File: src/tpsdp_pkg.sv
// Package of constants and types for the test point strap debug port.
// Functional notes
// Test points high-impedance while reset asserted.
// Sample test points 1.5 us after release.
// Drive test points only after capture.
// Captured test point straps set configuration.
// Sample three aux straps, then drive them.
// Aux strap value selects initial debug pattern.
// Value x111 keeps test points high-impedance.
// Board leaves aux straps x111 normally.
// Value x010 drives fixed clock pattern.
// Software may change selection any time; the code takes writes only in TPSDP_RUN and drops earlier ones.
// Board should jumper aux straps to pull-down.
// Captured straps hold until next reset.
package tpsdp_pkg;
	localparam int TP_WIDTH = 8;
	localparam int AUX_WIDTH = 3;
	localparam int CLK_MHZ = 100;
	// Strap sample delay after reset release, in nanoseconds.
	localparam int SAMPLE_DELAY_NS = 1500;
	localparam int SAMPLE_DELAY_CYC = (SAMPLE_DELAY_NS * CLK_MHZ) / 1000;
	localparam int CNT_WIDTH = 9;
	localparam logic [2:0] SEL_IDLE = 3'h7;
	localparam logic [2:0] SEL_CLOCKS = 3'h2;
	localparam logic [7:0] TP_STRAP_RESET = 8'h00;
	localparam logic [2:0] AUX_STRAP_RESET = 3'h7;
	// Divider depth; each stage halves the base debug clock once more.
	localparam int DIV_WIDTH = 4;

	typedef enum logic [1:0] {
		TPSDP_WAIT,
		TPSDP_CAPTURE,
		TPSDP_RUN
	} tpsdp_state_type;

	typedef struct packed {
		logic [7:0] tp_straps;
		logic [2:0] aux_straps;
		logic valid;
	} tpsdp_straps_type;

	typedef struct packed {
		logic [7:0] out;
		logic [7:0] oe;
	} tpsdp_pins_type;
endpackage

File: src/tpsdp_clkgen.sv
// Divided debug clocks derived from a base debug clock input.
`timescale 1ns/10ps
module tpsdp_clkgen (
	// Clock and reset
	input wire logic i_clk,
	input wire logic i_reset_n,
	// Debug clock base, already synchronous to i_clk
	input wire logic i_base_tick,
	// Divided clocks
	output logic [tpsdp_pkg::DIV_WIDTH-1:0] o_div
);
	logic [tpsdp_pkg::DIV_WIDTH-1:0] div_q;

	// Each bit halves the previous one, so bit n runs at base / 2^(n+1).
	always_ff @(posedge i_clk or negedge i_reset_n) begin
		if (!i_reset_n) begin
			div_q <= '0;
		end else if (i_base_tick) begin
			div_q <= div_q + 1'b1;
		end
	end

	assign o_div = div_q;
endmodule

File: src/tpsdp_top.sv
// Test point strap capture and debug output selection.
`timescale 1ns/10ps
module tpsdp_top (
	// Clock and reset
	input wire logic i_clk,
	input wire logic i_reset_n,
	// Test point port pins
	input wire logic [7:0] i_test_point_port,
	output logic [7:0] o_test_point_port,
	output logic [7:0] o_test_point_port_oe,
	// Auxiliary scan output strap pins
	input wire logic [2:0] i_aux_scan_out_straps,
	output logic [2:0] o_aux_scan_out_straps,
	output logic [2:0] o_aux_scan_out_straps_oe,
	// Normal scan data to drive on the aux pins once straps are taken
	input wire logic [2:0] i_scan_data,
	// Base debug clock pulses (one cycle high per base period, same clock)
	input wire logic i_dbg_base_tick,
	// Software selection of the test point pattern
	input wire logic i_sw_sel_write,
	input wire logic [2:0] i_sw_sel,
	// Captured straps and selection
	output tpsdp_pkg::tpsdp_straps_type o_straps,
	output logic [2:0] o_sel
);
	tpsdp_pkg::tpsdp_state_type state_q;
	logic [tpsdp_pkg::CNT_WIDTH-1:0] cnt_q;
	logic [7:0] tp_sync1_q;
	logic [7:0] tp_sync2_q;
	logic [2:0] aux_sync1_q;
	logic [2:0] aux_sync2_q;
	tpsdp_pkg::tpsdp_straps_type straps_q;
	logic [2:0] sel_q;
	tpsdp_pkg::tpsdp_pins_type pins_d;
	tpsdp_pkg::tpsdp_pins_type pins_q;
	logic [tpsdp_pkg::DIV_WIDTH-1:0] div;

	localparam logic [tpsdp_pkg::CNT_WIDTH-1:0] CNT_LAST =
		tpsdp_pkg::CNT_WIDTH'(tpsdp_pkg::SAMPLE_DELAY_CYC - 1);

	// Two-flop synchronisers on the strap pins.
	always_ff @(posedge i_clk or negedge i_reset_n) begin
		if (!i_reset_n) begin
			tp_sync1_q <= '0;
			tp_sync2_q <= '0;
			aux_sync1_q <= '0;
			aux_sync2_q <= '0;
		end else begin
			tp_sync1_q <= i_test_point_port;
			tp_sync2_q <= tp_sync1_q;
			aux_sync1_q <= i_aux_scan_out_straps;
			aux_sync2_q <= aux_sync1_q;
		end
	end

	// Sequencer: wait the sample delay, capture once, then run.
	always_ff @(posedge i_clk or negedge i_reset_n) begin
		if (!i_reset_n) begin
			state_q <= tpsdp_pkg::TPSDP_WAIT;
			cnt_q <= '0;
		end else begin
			case (state_q)
				tpsdp_pkg::TPSDP_WAIT: begin

					if (cnt_q == CNT_LAST) begin
						state_q <= tpsdp_pkg::TPSDP_CAPTURE;
					end else begin
						cnt_q <= cnt_q + 1'b1;
					end
				end
				tpsdp_pkg::TPSDP_CAPTURE: begin
					state_q <= tpsdp_pkg::TPSDP_RUN;
				end
				default: begin
					state_q <= tpsdp_pkg::TPSDP_RUN;
				end
			endcase
		end
	end

	// Strap capture; the values then hold until the next reset.
	always_ff @(posedge i_clk or negedge i_reset_n) begin
		if (!i_reset_n) begin
			straps_q.tp_straps <= tpsdp_pkg::TP_STRAP_RESET;
			straps_q.aux_straps <= tpsdp_pkg::AUX_STRAP_RESET;
			straps_q.valid <= 1'b0;
		end else if (state_q == tpsdp_pkg::TPSDP_CAPTURE) begin
			straps_q.tp_straps <= tp_sync2_q;
			straps_q.aux_straps <= aux_sync2_q;
			straps_q.valid <= 1'b1;
		end
	end

	// Selection: straps give the initial value, software may rewrite it.
	always_ff @(posedge i_clk or negedge i_reset_n) begin
		if (!i_reset_n) begin
			sel_q <= tpsdp_pkg::SEL_IDLE;
		end else if (state_q == tpsdp_pkg::TPSDP_CAPTURE) begin
			sel_q <= aux_sync2_q;
		end else if (state_q == tpsdp_pkg::TPSDP_RUN && i_sw_sel_write) begin
			sel_q <= i_sw_sel;
		end
	end

	tpsdp_clkgen u_clkgen (
		.i_clk(i_clk),
		.i_reset_n(i_reset_n),
		.i_base_tick(i_dbg_base_tick),
		.o_div(div)
	);

	// Pattern decode. Only the exact clock code drives; all else stays idle.
	always_comb begin
		pins_d.out = '0;
		pins_d.oe = '0;
		if (state_q == tpsdp_pkg::TPSDP_RUN) begin
			if (sel_q[1:0] == tpsdp_pkg::SEL_CLOCKS[1:0] && !sel_q[2]) begin
				// base, /2, /8, low, /4, base, low, low.
				pins_d.oe = 8'hFF;
				pins_d.out = {1'b0, 1'b0, i_dbg_base_tick, div[1], 1'b0,
					div[2], div[0], i_dbg_base_tick};
			end else begin
				// idle and unknown patterns leave the port undriven.
				pins_d.oe = 8'h00;
			end
		end
	end

	always_ff @(posedge i_clk or negedge i_reset_n) begin
		if (!i_reset_n) begin
			pins_q <= '0;
		end else begin
			pins_q <= pins_d;
		end
	end

	assign o_test_point_port = pins_q.out;
	assign o_test_point_port_oe = pins_q.oe;
	// aux pins become scan outputs once their straps are taken.
	assign o_aux_scan_out_straps = straps_q.valid ? i_scan_data : 3'h0;
	assign o_aux_scan_out_straps_oe = {3{straps_q.valid}};
	assign o_straps = straps_q;
	assign o_sel = sel_q;
endmodule

File: config.mk
export PLATFORM = sky130hd
export DESIGN_NAME = tpsdp_top
export DESIGN_NICKNAME = d
export VERILOG_FILES = /design/src/tpsdp_pkg.sv /design/src/tpsdp_clkgen.sv /design/src/tpsdp_top.sv
export SDC_FILE = /design/constraint.sdc
export NUM_CORES = 1
export LEC_CHECK = 0
export BUFFER_PORTS_ARGS = -buffer_cell sky130_fd_sc_hd__buf_2
export CAP_MARGIN = 25
export CORE_ASPECT_RATIO = 1.25
export CORE_MARGIN = 2
export CORE_UTILIZATION = 40
export DETAILED_ROUTE_END_ITERATION = 8
export MAX_ROUTING_LAYER = met4
export PLACE_DENSITY = 0.67
export SYNTH_ARGS = -nofsm -noshare
export SYNTH_HDL_FRONTEND = slang
export SYNTH_SLANG_ARGS = --single-unit
File: constraint.sdc
create_clock -name i_clk -period 1.64 [get_ports i_clk]
set_input_delay 0.164 -clock i_clk [delete_from_list [all_inputs] [get_ports i_clk]]
set_output_delay 0.164 -clock i_clk [all_outputs]
set_load 0.01 [all_outputs]
==> out/results.txt, run 1 <==
Die span in y: 86.2 um
GRT Max-Usage Layer: met2
Fmax achieved: 0.685 GHz
Reg2Reg Launch Point: state_q[0]
WP data required: 1.85 ns
Met3 GRT Util: 0.0314
Type of the worst setup path: reg -> reg
Hold crit path type: in -> reg
Maximum clock insertion buffer count: 2
Final period util: 0.890
Asr flop ratio synth: 1.00
Post-Synth Adder-Cell Area: 0.0173
Diodes inserted: 0
Fraction of layout cells with a size suffix above 1: 0.463
Post-layout util: 0.508
Clk_lat worst skew: 0.31 ns
Synth area leaders: dfrtp_1 (58%), mux2_2 (7.8%), dfstp_2 (7.3%)
Leakage power: 1.32 nW
I/O pin count: 58
Skew final: 0.00459 ns
Synthesized area: 2160 um2
Filler cell count: 459
PD cells: 902 nW/um2
Die Wd: 69.8 um
R2R depth: 3
Run status: completed
Final worst path period need: 1.46 ns
Initial DRT Pass Iterations: 4
Mean Syn Cell Area: 15.0 um2
Synth-to-Final Area Change: 21.0%
Worst setup path end: o_straps[9]
Most used DFF post-synth: dfrtp_1
Ys Warns: 0
MaxCap Viol Count: 0
WL per Instance: 12.5 um
Hpwl dp: 2.24 mm
Largest net degree at the start of global routing: 57
Post-CTS setup buffers: 0
Final Max Slew Viols: 0
Synth Register Bits: 56
Initial drt markers: 43
# rows: 29
Inserted Clock Buffers: 5
Port buffer count: 54
Via count of the routed design: 1,189
Final GP Congestion: 0.694
GRT Resource Usage Total: 0.125
Slack of the critical path: 0.181 ns
Core Area: 5150 um2
GR Util met2: 0.215
CTS tree: done
Routed wire length: 3.33 mm
Synth top area share: 0.578
Final Hold Fails: 0
Worst ir drop on vdd: 729 uV
Synth Area in Compound Gates: 0.0254
DR vias/cell: 4.45
Die ar.: 6020 um2
TritonCTS sink count: 56
Main combinational cell family by area after synthesis: simple AND/OR/NAND/NOR gates
Mux share of post-synthesis cell area: 0.0965
Crit Path Max Fanout: 12
Final #Nets: 228
Antenna Nets Post-Route: 0
Crit path DAT: 1.67 ns
Reg clk slew, reported paths: 0.09 ns
Crit path launch type: flop
Initial antenna violation count: 0
Yosys cell types: 28
GRT overflow: 0
CP startpoint: state_q[0]
RSZ-0062 raised after global routing: no
Final setup vio count: 0
Number of synthesized flops with an enable pin: 0
Most instantiated cells after synthesis: dfrtp_1 (50), buf_4 (15), mux2_2 (15)
Post-Route Setup TNS: 0 ns
GR Util met1: 0.132
Starting Density: 0.420
Post-Synthesis Cells: 144
R2R Setup Slk: 0.18 ns
Placed Instance Area: 2410 um2
Design Area, Final: 2620 um2
CP Capture Type: flop
Post-synthesis sequential area ratio: 0.651
Pre-CTS WS: 0.185 ns
XOR/XNOR share of the synthesized area: 0.0405
Clock root buffer: clkbuf_8
H-tree depth: 2
Count leader, synth: dfrtp_1
First-pass GRT wire length: 5.64 mm
Post-detailed-route DRC marker count: 0
Reg-to-Reg End: o_straps[9]
Fraction of the mapped netlist area in simple logic gates: 0.102
Synth area leader: dfrtp_1
Vias in the first global route: 1,222
worst max-delay path, cell delays in order (launching register included):
cell and delay [ns]:
dfrtp_1 0.58, nor2b_2 0.22, buf_4 0.21, mux2_2 0.35
power breakdown:
part | internal [mW] | switching, mW
Combinational | 0.0845 | 0.0622
Clock | 0.305 | 0.428
Sequential | 1.45 | 0.0344
Total | 1.84 | 0.524
per-stage QoR:
step | hold WS, ns | total power, mW | cells
after floorplan | -0.132 | 1.57 | 146
after global placement | 0.192 | 1.63 | 247
after detailed placement | 0.183 | 1.64 | 247
after CTS | 0.0681 | 2.40 | 267
after global routing | 0.0785 | 2.48 | 267
final | 0.0780 | 2.36 | 267
logic make-up after synthesis:
logic type	count (synthesis)
multiplexers	19
adder cells (fa/ha/maj)	3
other	1
XOR/XNOR	10
buffers and inverters	19
flip-flops	56
AND/OR/NAND/NOR	30
AO/OA/AOI/OAI	6
cell type report:
type	count	area (um2)	share of cell area
sequential	56	1410	0.538
clock buffer	6	72.6	0.0277
multi-input combinational	71	621	0.237
inverter	2	7.51	0.00287
timing repair buffer	68	418	0.160
tap	62	77.6	0.0296
clock inverter	2	13.8	0.00526
flip-flops by register name (all words and copies together), names as in the netlist, 2 cells and up:
name and flops:
o_sel 3, o_test_point_port 4, state_q 2, tp_sync1_q 8, o_straps 11, tp_sync2_q 8
aux_sync1_q 3, u_clkgen.o_div 3, aux_sync2_q 3, cnt_q 9
layer usage:
layer / part of all wire / wire (um)
met2: 0.53 / 1770
met5: 0 / 0
met4: 0.024 / 80
met3: 0.052 / 174
met1: 0.39 / 1310
worst min-delay path by stage:
stage | cells after the start | to | startpoint
after floorplan | 0 | aux_sync1_q[0] | i_reset_n
after global placement | 2 | cnt_q[8] | i_reset_n
after detailed placement | 2 | cnt_q[6] | i_reset_n
after CTS | 2 | u_clkgen.o_div[0] | i_dbg_base_tick
after global routing | 2 | u_clkgen.o_div[0] | i_dbg_base_tick
final | 2 | u_clkgen.o_div[0] | i_dbg_base_tick
cell usage in the layout (no fill, tap or decap), drive strengths merged, types with 4 or more instances in the layout:
cell type | synthesis | layout
dfrtp | 50 | 50
mux2i | 4 | 4
dfstp | 6 | 6
xnor2 | 7 | 7
buf | 17 | 56
dlygate4sd3 | 0 | 12
mux2 | 15 | 15
clkbuf | 0 | 6
nand2 | 7 | 7
and2 | 7 | 7
what timing repair did:
| item | 4_1_cts | 5_1_grt |
|---|---|---|
| gates resized for setup | 0 | 0 |
| endpoints found under the hold margin | 61 | 0 |
| hold buffers | 12 | 0 |
(Power assumes the default switching activity.)
==> run 2: changes to the inputs <==
CELL_PAD_IN_SITES_DETAIL_PLACEMENT = 0   (was default)
CELL_PAD_IN_SITES_GLOBAL_PLACEMENT = 1   (was default)
PLACE_DENSITY = 0.8   (was 0.67)
==> run 2 against run 1 <==
Design area rose by 0.53%. Core utilization rose by 0.27 points. Wire length fell by 3.9%. Sequential power barely moved. Setup slack improved by 0.12 ns. Highest routed layer unchanged. Total power fell by 0.31%. Critical path type unchanged. Via count rose by 2.9%. Die area did not move. Critical endpoint is now o_straps[8].
==> out/results.txt, run 2 (same netlist as run 1, synthesis figures left out) <==
Crit Path Max Fanout: 10
Final Hold Fails: 0
Diodes inserted: 0
Clk_lat worst skew: 0.30 ns
Filler cell count: 445
Design Area, Final: 2630 um2
MaxCap Viol Count: 0
Final period util: 0.815
Die ar.: 6020 um2
Initial antenna violation count: 0
Reg clk slew, reported paths: 0.10 ns
Slowest stage delay, CP: 0.52 ns
CTS tree: done
CP Capture Type: flop
Run status: completed
Leakage power: 1.33 nW
Hpwl dp: 2.23 mm
RSZ-0062 raised after global routing: no
Fin cells: 269
Crit path launch type: flop
Worst path bufs/invs: 1
Fmax achieved: 0.748 GHz
Antenna Nets Post-Route: 0
Crit-path cells: nor2b_2 > buf_4 > mux2_2
Final GP Congestion: 0.751
First-pass GRT wire length: 5.38 mm
Post-detailed-route DRC marker count: 0
Routed wire length: 3.20 mm
Worst ir drop on vdd: 605 uV
Skew final: 0.00683 ns
Pre-CTS WS: 0.300 ns
Placed cell count: 249
Most frequent cells in the layout: buf_2 (54), dfrtp_1 (50), mux2_2 (15)
Crit path DAT: 1.53 ns
Slack of the critical path: 0.303 ns
WP data required: 1.83 ns
Commonest non-fill, non-tap cell in the layout: buf_2
Via count of the routed design: 1,223
Final worst path period need: 1.34 ns
Fraction of layout cells with a size suffix above 1: 0.464
Post-CTS setup buffers: 0
Initial DRT Pass Iterations: 3
GRT overflow: 0
Maximum clock insertion buffer count: 2
PD cells: 894 nW/um2
Hold crit path type: in -> reg
Placed Instance Area: 2430 um2
Synth-to-Final Area Change: 21.6%
Inserted Clock Buffers: 5
Starting Density: 0.420
DR vias/cell: 4.55
GRT Resource Usage Total: 0.117
Port buffer count: 54
Hold_ws: 0.0823 ns
Crit-path leading delay family: flip-flops
CP max-delay cell: dfrtp_1
Final setup vio count: 0
Vias in the first global route: 1,202
Core Area: 5150 um2
WL per Instance: 11.9 um
Post-Route Setup TNS: 0 ns
Type of the worst setup path: reg -> reg
Die Wd: 69.8 um
Final #Nets: 230
Clock root buffer: clkbuf_8
Die span in y: 86.2 um
I/O pin count: 58
Final Max Slew Viols: 0
Largest net degree at the start of global routing: 57
Max reg flops: 11
TritonCTS sink count: 56
# rows: 29
H-tree depth: 2
Initial drt markers: 42
==> run 2: timing repair <==
action	CTS	global route
hold endpoints to repair	61	0
hold buffers	12	0
gates resized for setup	0	0
==> run 2: where the power goes <==
| part | switching [mW] | internal (mW) |
|---|---|---|
| Sequential | 0.0362 | 1.45 |
| Clock | 0.418 | 0.309 |
| Combinational | 0.0595 | 0.0838 |
==> run 2: layer usage <==
metal | part of all wire | up-vias | GRT usage | wire length (um)
met5 | 0 | - | - | 0
met4 | 0.020 | 0 | 0.0472 | 64
met3 | 0.053 | 8 | 0.0291 | 169
met2 | 0.47 | 40 | 0.192 | 1520
met1 | 0.45 | 585 | 0.138 | 1450
li1 | - | 590 | - | -
==> run 2: worst register-to-register path: stages (launching register included) <==
cell and delay [ns]:
dfrtp_1 0.52, nor2b_2 0.18, buf_4 0.18, mux2_2 0.35
==> run 2: cell type report <==
cell class	count	area, um2	share of cell area
Clock buffer	7	76.3	0.0290
Timing Repair Buffer	70	433	0.164
Sequential cell	56	1410	0.535
Clock inverter	1	8.76	0.00333
Multi-Input combinational cell	71	621	0.236
Tap cell	62	77.6	0.0295
Inverter	2	7.51	0.00285
==> run 2: metrics by stage <==
step | power [mW] | util
3_5_place_dp | 1.64 | 0.471
4_1_cts | 2.37 | 0.511
5_1_grt | 2.45 | 0.511
3_3_place_gp | 1.63 | 0.471
6_report | 2.35 | 0.511
2_1_floorplan | 1.57 | -
==> run 2: path summary, 6_finish.rpt <==
kind,slack [ns],to,cells past startpoint,start
worst max-delay path,0.30,o_straps[8],3,state_q[1]
worst min-delay path,0.08,u_clkgen.o_div[0],2,i_dbg_base_tick
worst max register to register,0.30,o_straps[8],3,state_q[1]
worst min register to register,0.35,tp_sync2_q[3],0,tp_sync1_q[3]
max in group asynchronous,0.97,o_sel[1],3,i_reset_n
min in group asynchronous,0.37,cnt_q[7],3,i_reset_n
==> run 3: changes to the inputs <==
clock period = 1.3 ns   (was 1.64 ns; I/O delays follow)
==> run 3 against run 2 <==
Sequential cell count unchanged. Total power is 28% higher. Sequential power grew 26%. Core utilization rose by 1.8 points. Non-clock buffer count increased by 7. Design area grew 3.6%. Largest cell class unchanged. Largest power group unchanged. Highest routed layer unchanged.
==> out/results.txt, run 3 (same netlist as run 1, synthesis figures left out) <==
Final GP Congestion: 0.747
GR Util met2: 0.214
# rows: 29
GRT overflow: 0
Final Max Slew Viols: 0
Skew final: 0.00420 ns
Worst ir drop on vdd: 807 uV
FF/Latch Area: 1410 um2
Slowest stage delay, CP: 0.40 ns
Final setup vio count: 0
Largest net degree at the start of global routing: 57
Design Area, Final: 2730 um2
Hold crit path type: in -> reg
Core Area: 5150 um2
Die span in y: 86.2 um
Most frequent cells in the layout: buf_2 (54), dfrtp_1 (50), mux2_2 (15)
MaxCap Viol Count: 0
DR vias/cell: 4.52
Crit path DAT: 1.50 ns
WP data required: 1.53 ns
Met3 GRT Util: 0.0337
Inserted Clock Buffers: 5
Clk_lat worst skew: 0.30 ns
Maximum clock insertion buffer count: 2
CP Capture Type: flop
WL per Instance: 12.5 um
GR Util met1: 0.141
Vias in the first global route: 1,290
Crit-path cells: inv_2 > ha_2 > and4bb_4 > a21oi_4 > mux2i_1
Final period util: 0.981
Hold_ws: 0.0680 ns
Routed wire length: 3.46 mm
Starting Density: 0.420
Die ar.: 6020 um2
Port buffer count: 54
Final #Nets: 237
Reg clk slew, reported paths: 0.09 ns
CP max-delay cell: dfrtp_1
GRT Resource Usage Total: 0.125
Placed cell count: 251
Leakage power: 1.37 nW
Crit path launch type: flop
RSZ-0062 raised after global routing: yes
Diodes inserted: 0
Max reg flops: 11
I/O pin count: 58
Fin cells: 276
Initial DRT Pass Iterations: 4
Initial antenna violation count: 0
PD cells: 1100 nW/um2
Antenna Nets Post-Route: 0
Run status: completed
Commonest non-fill, non-tap cell in the layout: buf_2
Fmax achieved: 0.784 GHz
GRT Max-Usage Layer: met2
H-tree depth: 2
Initial drt markers: 28
CTS tree: done
Fraction of layout cells with a size suffix above 1: 0.495
Die Wd: 69.8 um
Filler cell count: 452
Type of the worst setup path: reg -> reg
Crit Path Max Fanout: 4
Via count of the routed design: 1,247
Hpwl dp: 2.38 mm
Final Hold Fails: 0
First-pass GRT wire length: 5.77 mm
Placed Instance Area: 2450 um2
Post-detailed-route DRC marker count: 0
Clock root buffer: clkbuf_8
Final worst path period need: 1.28 ns
Post-Route Setup TNS: 0 ns
Area of the multi-input gates: 623 um2
Synth-to-Final Area Change: 26.0%
TritonCTS sink count: 56
[run 3: changes by cell type in the layout (fill, tap and decap cells not counted), sizes merged]
cell    change
clkinv      +1
buf         +7
inv         -1
[run 3: worst paths after layout]
path	cells after the start	start	slack, ns	endpoint
hold / removal	2	i_dbg_base_tick	0.07	u_clkgen.o_div[0]
max in group asynchronous	3	i_reset_n	0.66	o_sel[2]
hold reg to reg	0	tp_sync1_q[2]	0.35	tp_sync2_q[2]
min in group asynchronous	3	i_reset_n	0.35	cnt_q[5]
setup reg to reg	5	cnt_q[1]	0.02	cnt_q[1]
setup / recovery	5	cnt_q[1]	0.02	cnt_q[1]
[run 3: where the power goes]
part / total [mW] / switching, mW / internal, mW
combinational: 0.187 / 0.0799 / 0.107
sequential: 1.87 / 0.0451 / 1.83
clock: 0.955 / 0.518 / 0.437
total: 3.01 / 0.643 / 2.37
[run 3: routing by layer]
layer | vias up | routed length [um]
met5 | - | 0
met4 | 0 | 46
met3 | 6 | 245
met2 | 45 | 1730
met1 | 599 | 1430
li1 | 597 | -
[run 3: critical path, delay by kind of cell (launching register included)]
| kind | cells | cell delay (ns) |
|---|---|---|
| AO/OA/AOI/OAI | 1 | 0.18 |
| AND/OR/NAND/NOR | 1 | 0.23 |
| multiplexers | 1 | 0.19 |
| buffers and inverters | 1 | 0.05 |
| adder cells (fa/ha/maj) | 1 | 0.17 |
| flip-flops | 1 | 0.40 |
[run 3: area by class of cell]
cell class                      count  area share
Clock buffer                        7      0.0317
Clock inverter                      1     0.00321
Inverter                            2     0.00275
Multi-Input combinational cell     71       0.229
Sequential cell                    56       0.517
Tap cell                           62      0.0285
Timing Repair Buffer               77       0.189
[run 3: what timing repair did]
item | 4_1_cts | 5_1_grt
setup buffers | 2 | 3
pin swaps | 0 | 3
setup endpoints to repair | 2 | 5
resized for setup | 0 | 3
hold endpoints to repair | 61 | 0
hold buffers | 12 | 0
[run 3: stage by stage]
step / power, mW / worst slack (ns) / util
final: 3.01 / 0.0241 / 0.529
after global routing: 3.17 / -0.0403 / 0.529
after CTS: 3.05 / 0.0241 / 0.521
after detailed placement: 2.07 / 0.0128 / 0.476
after global placement: 2.06 / 0.0360 / 0.476
after floorplan: 1.98 / 0.0408 / -
